$ cat config.mk
export PLATFORM = sky130hd
export DESIGN_NAME = pacr_regs
export DESIGN_NICKNAME = d
export VERILOG_FILES = /design/src/logic/pacr_pkg.sv /design/src/logic/pacr_regs.sv
export VERILOG_INCLUDE_DIRS = /design/src /design/src/logic
export SDC_FILE = /design/constraint.sdc
export NUM_CORES = 1
export LEC_CHECK = 0
export BUFFER_PORTS_ARGS = -buffer_cell sky130_fd_sc_hd__buf_2
export CAP_MARGIN = 5
export CORE_MARGIN = 3
export CORE_UTILIZATION = 45
export CTS_CLUSTER_SIZE = 16
export DETAILED_ROUTE_END_ITERATION = 6
export GPL_ROUTABILITY_DRIVEN = 0
export PLACE_DENSITY = 0.7
export SLEW_MARGIN = 15
export SYNTH_ARGS = -nofsm -noshare
export SYNTH_HDL_FRONTEND = slang
export SYNTH_SLANG_ARGS = --single-unit
$ cat constraint.sdc
create_clock -name aclk -period 2.2 [get_ports aclk]
set_input_delay 0.55 -clock aclk [delete_from_list [all_inputs] [get_ports aclk]]
set_output_delay 0.55 -clock aclk [all_outputs]
set_load 0.02 [all_outputs]
$ cat src/logic/pacr_cfg.svh
// Register map, field positions and reset values of the synthesizer control bank.
// Assumes it is included by bare name from the package and the design file.
`ifndef PACR_CFG_SVH
`define PACR_CFG_SVH

// Printed offsets are register indices; the byte address is four times the index.
`define PACR_IDX_ANALOG   8'h08
`define PACR_IDX_PUMP     8'h09
`define PACR_IDX_AUX      8'h0a
`define PACR_IDX_DET      8'h0b

// Implemented widths of the four registers.
`define PACR_W_ANALOG     24
`define PACR_W_PUMP       24
`define PACR_W_AUX        17
`define PACR_W_DET        24

// Reset values, one per register.
`define PACR_RST_ANALOG   24'hc1beff
`define PACR_RST_PUMP     24'h40050a
`define PACR_RST_AUX      17'h00000
`define PACR_RST_DET      24'h0f8061

// Mask of bits that hold storage; reserved bits 18 and 20 of the analog bank stay stored.
`define PACR_MASK_ANALOG  24'hffffff
`define PACR_MASK_PUMP    24'hffffff
`define PACR_MASK_AUX     17'h1ffff
`define PACR_MASK_DET     24'hffffff

// Analog enable bank fields.
`define PACR_AN_BIAS      0
`define PACR_AN_PUMP      1
`define PACR_AN_DET       2
`define PACR_AN_REFBUF    3
`define PACR_AN_VCOBUF    4
`define PACR_AN_PAD       5
`define PACR_AN_DIVCLK    7
`define PACR_AN_PSCLK     9
`define PACR_AN_PSBIAS    10
`define PACR_AN_OPAMP     11
`define PACR_AN_RFBUF_LO  12
`define PACR_AN_RESYN_LO  15
`define PACR_AN_DIV2      19
`define PACR_AN_HIREF     21

// Pump gain fields.
`define PACR_PU_DN_LO     0
`define PACR_PU_UP_LO     7
`define PACR_PU_OFS_LO    14
`define PACR_PU_OFS_UP    21
`define PACR_PU_OFS_DN    22
`define PACR_PU_HIGAIN    23

// Auxiliary trigger fields.
`define PACR_AX_NOTRIG    12
`define PACR_AX_BYPASS    16

// Detector fields.
`define PACR_DT_DELAY_LO  0
`define PACR_DT_SHORT     3
`define PACR_DT_FLIP      4
`define PACR_DT_UP_EN     5
`define PACR_DT_DN_EN     6
`define PACR_DT_SLIP_LO   7
`define PACR_DT_FRC_UP    9
`define PACR_DT_FRC_DN    10
`define PACR_DT_MIDRAIL   11
`define PACR_DT_PSB_LO    12
`define PACR_DT_OPB_LO    15
`define PACR_DT_GATE_LO   17
`define PACR_DT_PW_LO     20

// Bus answer codes.
`define PACR_RESP_OKAY    2'h0
`define PACR_RESP_SLVERR  2'h2

`endif

$ cat src/logic/pacr_pkg.sv
// Types shared by the synthesizer control bank.
// Assumes pacr_cfg.svh is on the include path.
`default_nettype none
`include "pacr_cfg.svh"

package pacr_pkg;

	// Slip guard thresholds in the detector bank.
	typedef enum logic [1:0] {
		SLIP_OFF,
		SLIP_2NS,
		SLIP_4NS,
		SLIP_6NS
	} pacr_slip_e;

	// Counter clock gating codes.
	typedef enum logic [1:0] {
		GATE_BELOW_32,
		GATE_BELOW_128,
		GATE_BELOW_1023,
		GATE_ALL_ON
	} pacr_gate_e;

	// Write channel progress of the bus slave.
	typedef enum logic [1:0] {
		WR_IDLE,
		WR_RESP
	} pacr_wr_e;

	// Settings that drive the analog sections.
	typedef struct packed {
		logic       bias_enable;
		logic       pump_enable;
		logic       phase_detector_enable;
		logic       ref_buffer_enable;
		logic       vco_buffer_enable;
		logic       divided_clock_to_logic_enable;
		logic       prescaler_clock_enable;
		logic       prescaler_bias_enable;
		logic       pump_opamp_enable;
		logic [2:0] rf_buffer_bias;
		logic [2:0] resync_bias;
		logic       half_band_divider_enable;
		logic       high_freq_reference;
		logic [6:0] pump_down_gain;
		logic [6:0] pump_up_gain;
		logic [6:0] pump_offset;
		logic       pump_offset_up;
		logic       pump_offset_down;
		logic       high_gain_pump_mode;
		logic       ref_divider_bypass;
		logic [2:0] detector_reset_delay;
		logic       detector_inputs_shorted;
		logic       detector_polarity_flip;
		logic       detector_up_out;
		logic       detector_down_out;
		logic [1:0] slip_guard_mode;
		logic       pump_mid_rail;
		logic [2:0] prescaler_bias_level;
		logic [1:0] opamp_bias;
		logic [1:0] main_counter_gating;
		logic [1:0] divider_pulse_width;
	} pacr_analog_s;

	// Complete state of the register bank and its bus slave.
	typedef struct packed {
		logic [23:0] analog;
		logic [23:0] pump;
		logic [16:0] aux;
		logic [23:0] det;
		pacr_wr_e    wr_state;
		logic        aw_held;
		logic        w_held;
		logic [7:0]  aw_idx;
		logic [31:0] w_data;
		logic [3:0]  w_strb;
		logic [1:0]  bresp;
		logic        rvalid;
		logic [31:0] rdata;
		logic [1:0]  rresp;
		logic        aux_trigger;
	} pacr_state_s;

endpackage

`default_nettype wire

$ cat src/logic/pacr_regs.sv
// Control register bank of a fractional-N synthesizer reached over AXI4-Lite.
// Assumes a single 100 MHz clock and a synchronous active-low reset from the system.
//
// Behaviour
// - Bits 0..4 enable bias, pump, detector, reference buffer, VCO buffer; reset one.
// - Clearing bit 5 turns off the lock/serial output pin; reset one.
// - Three-bit RF buffer and resync fields reset to 3; 0 off, 1 low, 7 high.
// - Bit 19 enables the high-band divide-by-two path; reset zero.
// - Pump bits 6:0 hold the down gain, 20 uA a step, reset ten.
// - Pump bits 13:7 hold the up gain, 20 uA a step, reset ten.
// - Pump bits 20:14 hold offset current, 5 uA a step, reset zero.
// - Bit 21 applies offset upward, bit 22 downward; resets 0 and 1.
// - Pump bit 23 selects high-gain low-noise mode, needing the opamp; reset zero.
// - Aux bit 12 suppresses the auxiliary serial transfer on a register 5 write.
// - Aux bit 16 forces the reference divider bypass; reset zero.
// - Detector bits 2:0 select the reset path delay; reset one.
// - Detector bit 3 shorts both detector inputs, test only; reset zero.
// - Detector bit 4 inverts detector polarity; reset zero.
// - Detector bits 5 and 6 enable up and down outputs; forcing also acts.
// - Detector bits 8:7 set slip guard threshold 2, 4 or 6 ns; 0 off.
// - Bits 9, 10, 11 force pump up, pump down, or mid rail; test only.
// - Detector bits 14:12 set prescaler bias level; reset zero.
// - Detector bits 18:17 gate the main counter clock; reset three keeps all on.
// - Detector bits 21:20 set divider pulse width; reset zero.
//
// The implementer's own choice: the AXI4-Lite register port.

`timescale 1ns/1ps
`default_nettype none
`include "pacr_cfg.svh"

module pacr_regs (
	input  wire logic                 aclk,
	input  wire logic                 aresetn,
	// Write address channel.
	input  wire logic [31:0]          s_axi_awaddr,
	input  wire logic [2:0]           s_axi_awprot,
	input  wire logic                 s_axi_awvalid,
	output logic                      s_axi_awready,
	// Write data channel.
	input  wire logic [31:0]          s_axi_wdata,
	input  wire logic [3:0]           s_axi_wstrb,
	input  wire logic                 s_axi_wvalid,
	output logic                      s_axi_wready,
	// Write response channel.
	output logic [1:0]                s_axi_bresp,
	output logic                      s_axi_bvalid,
	input  wire logic                 s_axi_bready,
	// Read address channel.
	input  wire logic [31:0]          s_axi_araddr,
	input  wire logic [2:0]           s_axi_arprot,
	input  wire logic                 s_axi_arvalid,
	output logic                      s_axi_arready,
	// Read data channel.
	output logic [31:0]               s_axi_rdata,
	output logic [1:0]                s_axi_rresp,
	output logic                      s_axi_rvalid,
	input  wire logic                 s_axi_rready,
	// Settings toward the analog sections.
	output pacr_pkg::pacr_analog_s    analog_settings,
	output logic                      output_pad_enable,
	// Write to synthesizer register 5 from the serial front end, one-cycle pulse.
	input  wire logic                 freq_reg_write,
	output logic                      auxiliary_serial_port_start
);

	pacr_pkg::pacr_state_s st_q;
	pacr_pkg::pacr_state_s st_d;

	// Turns a byte address into a register index; unaligned low bits are ignored.
	function automatic logic [7:0] addr_to_idx(input logic [31:0] addr);
		return addr[9:2];
	endfunction

	// Tells whether an index names one of the four implemented registers.
	function automatic logic idx_mapped(input logic [7:0] idx);
		return (idx == `PACR_IDX_ANALOG) || (idx == `PACR_IDX_PUMP) ||
			(idx == `PACR_IDX_AUX) || (idx == `PACR_IDX_DET);
	endfunction

	// Merges write data into a 24-bit register under byte strobes.
	function automatic logic [23:0] merge24(input logic [23:0] old, input logic [31:0] wd,
			input logic [3:0] strb, input logic [23:0] mask);
		logic [23:0] res;
		res = old;
		for (int b = 0; b < 3; b++) begin
			if (strb[b]) begin
				res[b*8 +: 8] = wd[b*8 +: 8];
			end
		end
		return res & mask;
	endfunction

	// Reads a register by index; upper bits above the register width read as zero.
	function automatic logic [31:0] read_idx(input logic [7:0] idx,
			input pacr_pkg::pacr_state_s s);
		case (idx)
			`PACR_IDX_ANALOG: return {8'h00, s.analog};
			`PACR_IDX_PUMP:   return {8'h00, s.pump};
			`PACR_IDX_AUX:    return {15'h0000, s.aux};
			`PACR_IDX_DET:    return {8'h00, s.det};
			default:          return 32'h00000000;
		endcase
	endfunction

	logic        aw_fire;
	logic        w_fire;
	logic        ar_fire;
	logic [23:0] aux_wide;

	// Address and data are each accepted once while no response is pending.
	assign s_axi_awready = (st_q.wr_state == pacr_pkg::WR_IDLE) && !st_q.aw_held;
	assign s_axi_wready  = (st_q.wr_state == pacr_pkg::WR_IDLE) && !st_q.w_held;
	// A new read is only taken when the previous answer has left.
	assign s_axi_arready = !st_q.rvalid;
	assign aw_fire       = s_axi_awvalid && s_axi_awready;
	assign w_fire        = s_axi_wvalid && s_axi_wready;
	assign ar_fire       = s_axi_arvalid && s_axi_arready;
	assign aux_wide      = {7'h00, st_q.aux};

	// Next-state logic for the bus slave and the register contents.
	always_comb begin
		logic [7:0]  widx;
		logic [31:0] wdat;
		logic [3:0]  wstb;
		logic        have_aw;
		logic        have_w;
		widx    = 8'h00;
		wdat    = 32'h00000000;
		wstb    = 4'h0;
		have_aw = 1'b0;
		have_w  = 1'b0;
		st_d    = st_q;
		st_d.aux_trigger = 1'b0;
		// Suppression is sampled in the same cycle as the frequency write.
		if (freq_reg_write && !st_q.aux[`PACR_AX_NOTRIG]) begin
			st_d.aux_trigger = 1'b1;
		end
		// Capture halves of a write in either order.
		have_aw = st_q.aw_held || aw_fire;
		have_w  = st_q.w_held || w_fire;
		widx    = st_q.aw_held ? st_q.aw_idx : addr_to_idx(s_axi_awaddr);
		wdat    = st_q.w_held ? st_q.w_data : s_axi_wdata;
		wstb    = st_q.w_held ? st_q.w_strb : s_axi_wstrb;
		if (aw_fire) begin
			st_d.aw_held = 1'b1;
			st_d.aw_idx  = addr_to_idx(s_axi_awaddr);
		end
		if (w_fire) begin
			st_d.w_held = 1'b1;
			st_d.w_data = s_axi_wdata;
			st_d.w_strb = s_axi_wstrb;
		end
		case (st_q.wr_state)
			pacr_pkg::WR_IDLE: begin
				if (have_aw && have_w) begin
					st_d.aw_held  = 1'b0;
					st_d.w_held   = 1'b0;
					st_d.wr_state = pacr_pkg::WR_RESP;
					st_d.bresp    = idx_mapped(widx) ? `PACR_RESP_OKAY : `PACR_RESP_SLVERR;
					// Storage updates; every field holds exactly what was written.
					case (widx)
						`PACR_IDX_ANALOG: st_d.analog = merge24(st_q.analog, wdat, wstb,
							`PACR_MASK_ANALOG);
						`PACR_IDX_PUMP:   st_d.pump = merge24(st_q.pump, wdat, wstb,
							`PACR_MASK_PUMP);
						`PACR_IDX_AUX:    st_d.aux = 17'(merge24(aux_wide, wdat, wstb,
							{7'h00, `PACR_MASK_AUX}));
						`PACR_IDX_DET:    st_d.det = merge24(st_q.det, wdat, wstb,
							`PACR_MASK_DET);
						default: begin
						end
					endcase
				end
			end
			pacr_pkg::WR_RESP: begin
				if (s_axi_bready) begin
					st_d.wr_state = pacr_pkg::WR_IDLE;
				end
			end
			default: begin
				st_d.wr_state = pacr_pkg::WR_IDLE;
			end
		endcase
		// Read side: one-cycle latency, data held until taken.
		if (st_q.rvalid && s_axi_rready) begin
			st_d.rvalid = 1'b0;
		end
		if (ar_fire) begin
			st_d.rvalid = 1'b1;
			st_d.rdata  = read_idx(addr_to_idx(s_axi_araddr), st_q);
			st_d.rresp  = idx_mapped(addr_to_idx(s_axi_araddr)) ?
				`PACR_RESP_OKAY : `PACR_RESP_SLVERR;
		end
	end

	// State register; reset loads the documented defaults.
	always_ff @(posedge aclk) begin
		if (!aresetn) begin
			st_q.analog      <= `PACR_RST_ANALOG;
			st_q.pump        <= `PACR_RST_PUMP;
			st_q.aux         <= `PACR_RST_AUX;
			st_q.det         <= `PACR_RST_DET;
			st_q.wr_state    <= pacr_pkg::WR_IDLE;
			st_q.aw_held     <= 1'b0;
			st_q.w_held      <= 1'b0;
			st_q.aw_idx      <= 8'h00;
			st_q.w_data      <= 32'h00000000;
			st_q.w_strb      <= 4'h0;
			st_q.bresp       <= `PACR_RESP_OKAY;
			st_q.rvalid      <= 1'b0;
			st_q.rdata       <= 32'h00000000;
			st_q.rresp       <= `PACR_RESP_OKAY;
			st_q.aux_trigger <= 1'b0;
		end else begin
			st_q <= st_d;
		end
	end

	assign s_axi_bvalid = (st_q.wr_state == pacr_pkg::WR_RESP);
	assign s_axi_bresp  = st_q.bresp;
	assign s_axi_rvalid = st_q.rvalid;
	assign s_axi_rdata  = st_q.rdata;
	assign s_axi_rresp  = st_q.rresp;
	assign auxiliary_serial_port_start = st_q.aux_trigger;

	// Decoded settings toward the analog sections, all from flip-flops; high gain and the detector outputs pass one gate.
	always_comb begin
		logic fu;
		logic fd;
		fu = st_q.det[`PACR_DT_FRC_UP];
		fd = st_q.det[`PACR_DT_FRC_DN];
		analog_settings.bias_enable           = st_q.analog[`PACR_AN_BIAS];
		analog_settings.pump_enable           = st_q.analog[`PACR_AN_PUMP];
		analog_settings.phase_detector_enable = st_q.analog[`PACR_AN_DET];
		analog_settings.ref_buffer_enable     = st_q.analog[`PACR_AN_REFBUF];
		analog_settings.vco_buffer_enable     = st_q.analog[`PACR_AN_VCOBUF];
		analog_settings.divided_clock_to_logic_enable = st_q.analog[`PACR_AN_DIVCLK];
		analog_settings.prescaler_clock_enable = st_q.analog[`PACR_AN_PSCLK];
		analog_settings.prescaler_bias_enable  = st_q.analog[`PACR_AN_PSBIAS];
		analog_settings.pump_opamp_enable      = st_q.analog[`PACR_AN_OPAMP];
		analog_settings.rf_buffer_bias = st_q.analog[`PACR_AN_RFBUF_LO +: 3];
		analog_settings.resync_bias    = st_q.analog[`PACR_AN_RESYN_LO +: 3];
		analog_settings.half_band_divider_enable = st_q.analog[`PACR_AN_DIV2];
		// Passed through as set; the crystal rate is software's to know.
		analog_settings.high_freq_reference = st_q.analog[`PACR_AN_HIREF];
		analog_settings.pump_down_gain   = st_q.pump[`PACR_PU_DN_LO +: 7];
		analog_settings.pump_up_gain     = st_q.pump[`PACR_PU_UP_LO +: 7];
		analog_settings.pump_offset      = st_q.pump[`PACR_PU_OFS_LO +: 7];
		analog_settings.pump_offset_up   = st_q.pump[`PACR_PU_OFS_UP];
		analog_settings.pump_offset_down = st_q.pump[`PACR_PU_OFS_DN];
		// High gain only takes effect while the pump opamp is powered.
		analog_settings.high_gain_pump_mode = st_q.pump[`PACR_PU_HIGAIN] &
			st_q.analog[`PACR_AN_OPAMP];
		analog_settings.ref_divider_bypass = st_q.aux[`PACR_AX_BYPASS];
		analog_settings.detector_reset_delay = st_q.det[`PACR_DT_DELAY_LO +: 3];
		analog_settings.detector_inputs_shorted = st_q.det[`PACR_DT_SHORT];
		analog_settings.detector_polarity_flip  = st_q.det[`PACR_DT_FLIP];
		// A force turns its output on even when the enable is clear.
		analog_settings.detector_up_out = st_q.det[`PACR_DT_UP_EN] | fu;
		analog_settings.detector_down_out = st_q.det[`PACR_DT_DN_EN] | fd;
		analog_settings.slip_guard_mode = st_q.det[`PACR_DT_SLIP_LO +: 2];
		analog_settings.pump_mid_rail   = st_q.det[`PACR_DT_MIDRAIL];
		analog_settings.prescaler_bias_level = st_q.det[`PACR_DT_PSB_LO +: 3];
		analog_settings.opamp_bias           = st_q.det[`PACR_DT_OPB_LO +: 2];
		analog_settings.main_counter_gating  = st_q.det[`PACR_DT_GATE_LO +: 2];
		analog_settings.divider_pulse_width  = st_q.det[`PACR_DT_PW_LO +: 2];
	end

	// Pad driver enable for the combined lock/serial output pin.
	assign output_pad_enable = st_q.analog[`PACR_AN_PAD];

endmodule

`default_nettype wire

==> results.tsv <==
stage	metric	value	unit
outcome	status	complete, no violations	
synthesis	synth-main-ff-cell	dfxtp_1	
drt	ant_nets	0	
job	cap_violations	0	
cts	post_cts_buffers	0	
placed_design	dp_hpwl	13.2	mm
drt	routed_wl	18.4	mm
setup_path	cp-end-kind	flip-flop	
floorplan	die_x	138	microns
cts	cts_buffer_depth	2	
synthesis	synthTopCellsByArea	dfxtp_1 40%, mux2i_1 13%, buf_4 9.3%	
synthesis	ys.warnings.count	0	
timing	fin_crit_sh	92.1	%
cells_and_area	n_antenna_cell	0	
cts	path_clk_slew	60	ps
timing	setup_ws	174	ps
cts	cts_buffers	17	
global_routing	grt_start_max_net_pins	46	
synthesis	synth_top_area_share	39.8	%
setup_path	cp_cell_sequence	nor4_1 -> and3_1 -> buf_12 -> buf_4 -> o211ai_4 -> mux2_4	
setup_path	crit_slowest_cell	dfxtp_1	
cts	cts.sinks	155	
power_and_ir_drop	power_leakage	0.00400	uW
timing	slew_violations	0	
power_and_ir_drop	ir_worst_vdd	0.591	mV
setup_path	path_class	reg2reg	
cells_and_area	layout-drive-gt1-share	33.3	%
drt	drtIter0Drc	270	
synthesis	synth.largest_area_cell	dfxtp_1	
timing	period_needed	2030	ps
setup_path	critPathLaunchType	flip-flop	
drt	vias_per_cell	5.07	
power_and_ir_drop	p_per_area	701	nW/um^2
synthesis	ys_ff_latch	155	
global_routing	grt_pass1_wl	28.6	mm
cts	h-tree-depth	4	
synthesis	synth_edf_count	0	
drt	drt-pass1-iter-count	4	
cells_and_area	final_cells	1106	
placed_design	place_inst	1074	
placed_design	port_buffers	144	
floorplan	die_h	138	microns
cts	cts_hold_buf	0	
drt	drc	0	
cts	post_cts_resized	0	
worst_hold_path	worstHoldPathType	in2reg	
drt	wl_per_cell	16.7	microns
timing	fmax	0.494	GHz
setup_path	arrival	2340	ps
synthesis	synthArstFlopShare	0	%
global_routing	grt_use_total	19.7	%
floorplan	core_area	16800	sq um
synthesis	ys_seq_area_share	39.8	%
synthesis	syn_area_per_cell	9.72	sq um
global_routing	grt_overflow_total	0	
setup_path	reg2reg_slack	170	ps
cts	cts_root_buf	clkbuf_16	
timing	hold_viol	0	
cells_and_area	area_growth	13.8	%
timing	worst_pin_slew	574	ps
synthesis	ys_types	50	
floorplan	io_pins	218	
floorplan	die_area	18900	sq um
timing	setup_viol	0	
floorplan	start_util	46.5	%
cells_and_area	finalNetCount	987	
timing	maxSlewHeadroom	61.7	%
setup_path	crit_required	2510	ps
timing	fin_skew	8.07	ps
cts	clock_latency	420	ps
setup_path	max_stage_delay	520	ps
setup_path	crit_fanout	11	
setup_path	cp.buffers_inverters	2	
synthesis	syn_area	7800	sq um
placed_design	dp_slack	-21.6	ps
global_routing	antenna_found_initial	2	
cells_and_area	final_common_cell	dfxtp_1	
cells_and_area	layout_common_cells	154 x dfxtp_1, 143 x buf_2, 139 x nand2_1, 101 x mux2i_1, 59 x nor2_1	
setup_path	path_delay_family	flip-flops	
floorplan	num_rows	47	
drt	vias	5602	
global_routing	grt_pass1_vias	5425	
cts	cts_tree	done	
timing	rsz0062_at_grt	no	
synthesis	synth_cells	802	
[cells by family (layout without fill, tap and decap cells)]
kind of cell | Yosys count | in the layout | synth area share (%)
AO/OA/AOI/OAI | 85 | 85 | 9.79
buffers and inverters | 149 | 224 | 12.2
flip-flops | 155 | 155 | 39.8
multiplexers | 148 | 148 | 22.9
other | 1 | 10 | 0.0481
AND/OR/NAND/NOR | 264 | 264 | 15.3
[cell type report]
cell class / instances / area (sq um)
Tap cell: 220 / 275
Sequential cell: 155 / 3100
Timing Repair Buffer: 189 / 1160
Inverter: 3 / 11.3
Clock inverter: 13 / 93.8
Clock buffer: 19 / 443
Fill cell: 1548 / 7890
Multi-Input combinational cell: 507 / 3790
[power by group]
part / internal [uW] / switching (uW) / leakage [uW]
Sequential: 2860 / 37.6 / 0.00126
Clock: 1470 / 1180 / 0.000256
Combinational: 270 / 397 / 0.00249
Total: 4610 / 1620 / 0.00400
[layer usage]
metal  vias up  part of all wire (%)  GRT usage, %  routed length (microns)
met2       125                    49          32.4                     8970
met3        16                   5.0          4.89                      919
met1      2684                    45          25.1                     8300
met4         4                   1.1          6.76                      208
met5         -                  0.15             0                       27
li1       2773                     -             -                        -
[tightest hold or removal path: stages]
cell and delay, ps:
buf_2 90, nand2_1 50, nor2_1 30
[cell usage after synthesis (5+ instances only)]
| cell | count |
|---|---|
| nand2_1 | 139 |
| a22oi_1 | 24 |
| o2bb2ai_1 | 7 |
| nand2b_1 | 37 |
| mux2_4 | 14 |
| o211ai_4 | 6 |
| buf_4 | 97 |
| nor2_1 | 59 |
| a21oi_1 | 30 |
| dfxtp_1 | 155 |
| buf_2 | 11 |
| mux2i_1 | 101 |
| mux4_2 | 17 |
| nor2b_1 | 5 |
| mux2_2 | 16 |
| clkbuf_1 | 33 |
[sequential cells by signal (all words and copies together), names as in the netlist]
signal                       flops
analog_settings                 58
aux_wide                        16
auxiliary_serial_port_start      1
output_pad_enable                1
s_axi_bresp                      1
s_axi_rdata                     24
s_axi_rresp                      1
s_axi_rvalid                     1
st_q                            52
[stage by stage]
stage | area [sq um] | utilization, % | power, uW | TNS, ps | hold slack [ps]
after global routing | 8870 | 53.0 | 6490 | 0 | 338
final | 8870 | 53.0 | 6230 | 0 | 345
after global placement | 8340 | 49.7 | 3620 | -52.3 | 433
after CTS | 8870 | 53.0 | 6300 | 0 | 322
after detailed placement | 8340 | 49.7 | 3640 | -108 | 435
after floorplan | 7830 | - | 3420 | 0 | 405
[final timing paths]
check                               startpoint                           to  cells past startpoint
worst max-delay path                  st_q[83]          analog_settings[60]                      6
worst min-delay path            freq_reg_write  auxiliary_serial_port_start                      3
worst max register to register        st_q[83]          analog_settings[60]                      6
worst min register to register    aux_wide[12]  auxiliary_serial_port_start                      1
No activity file was read; power rests on OpenSTA's default activity.
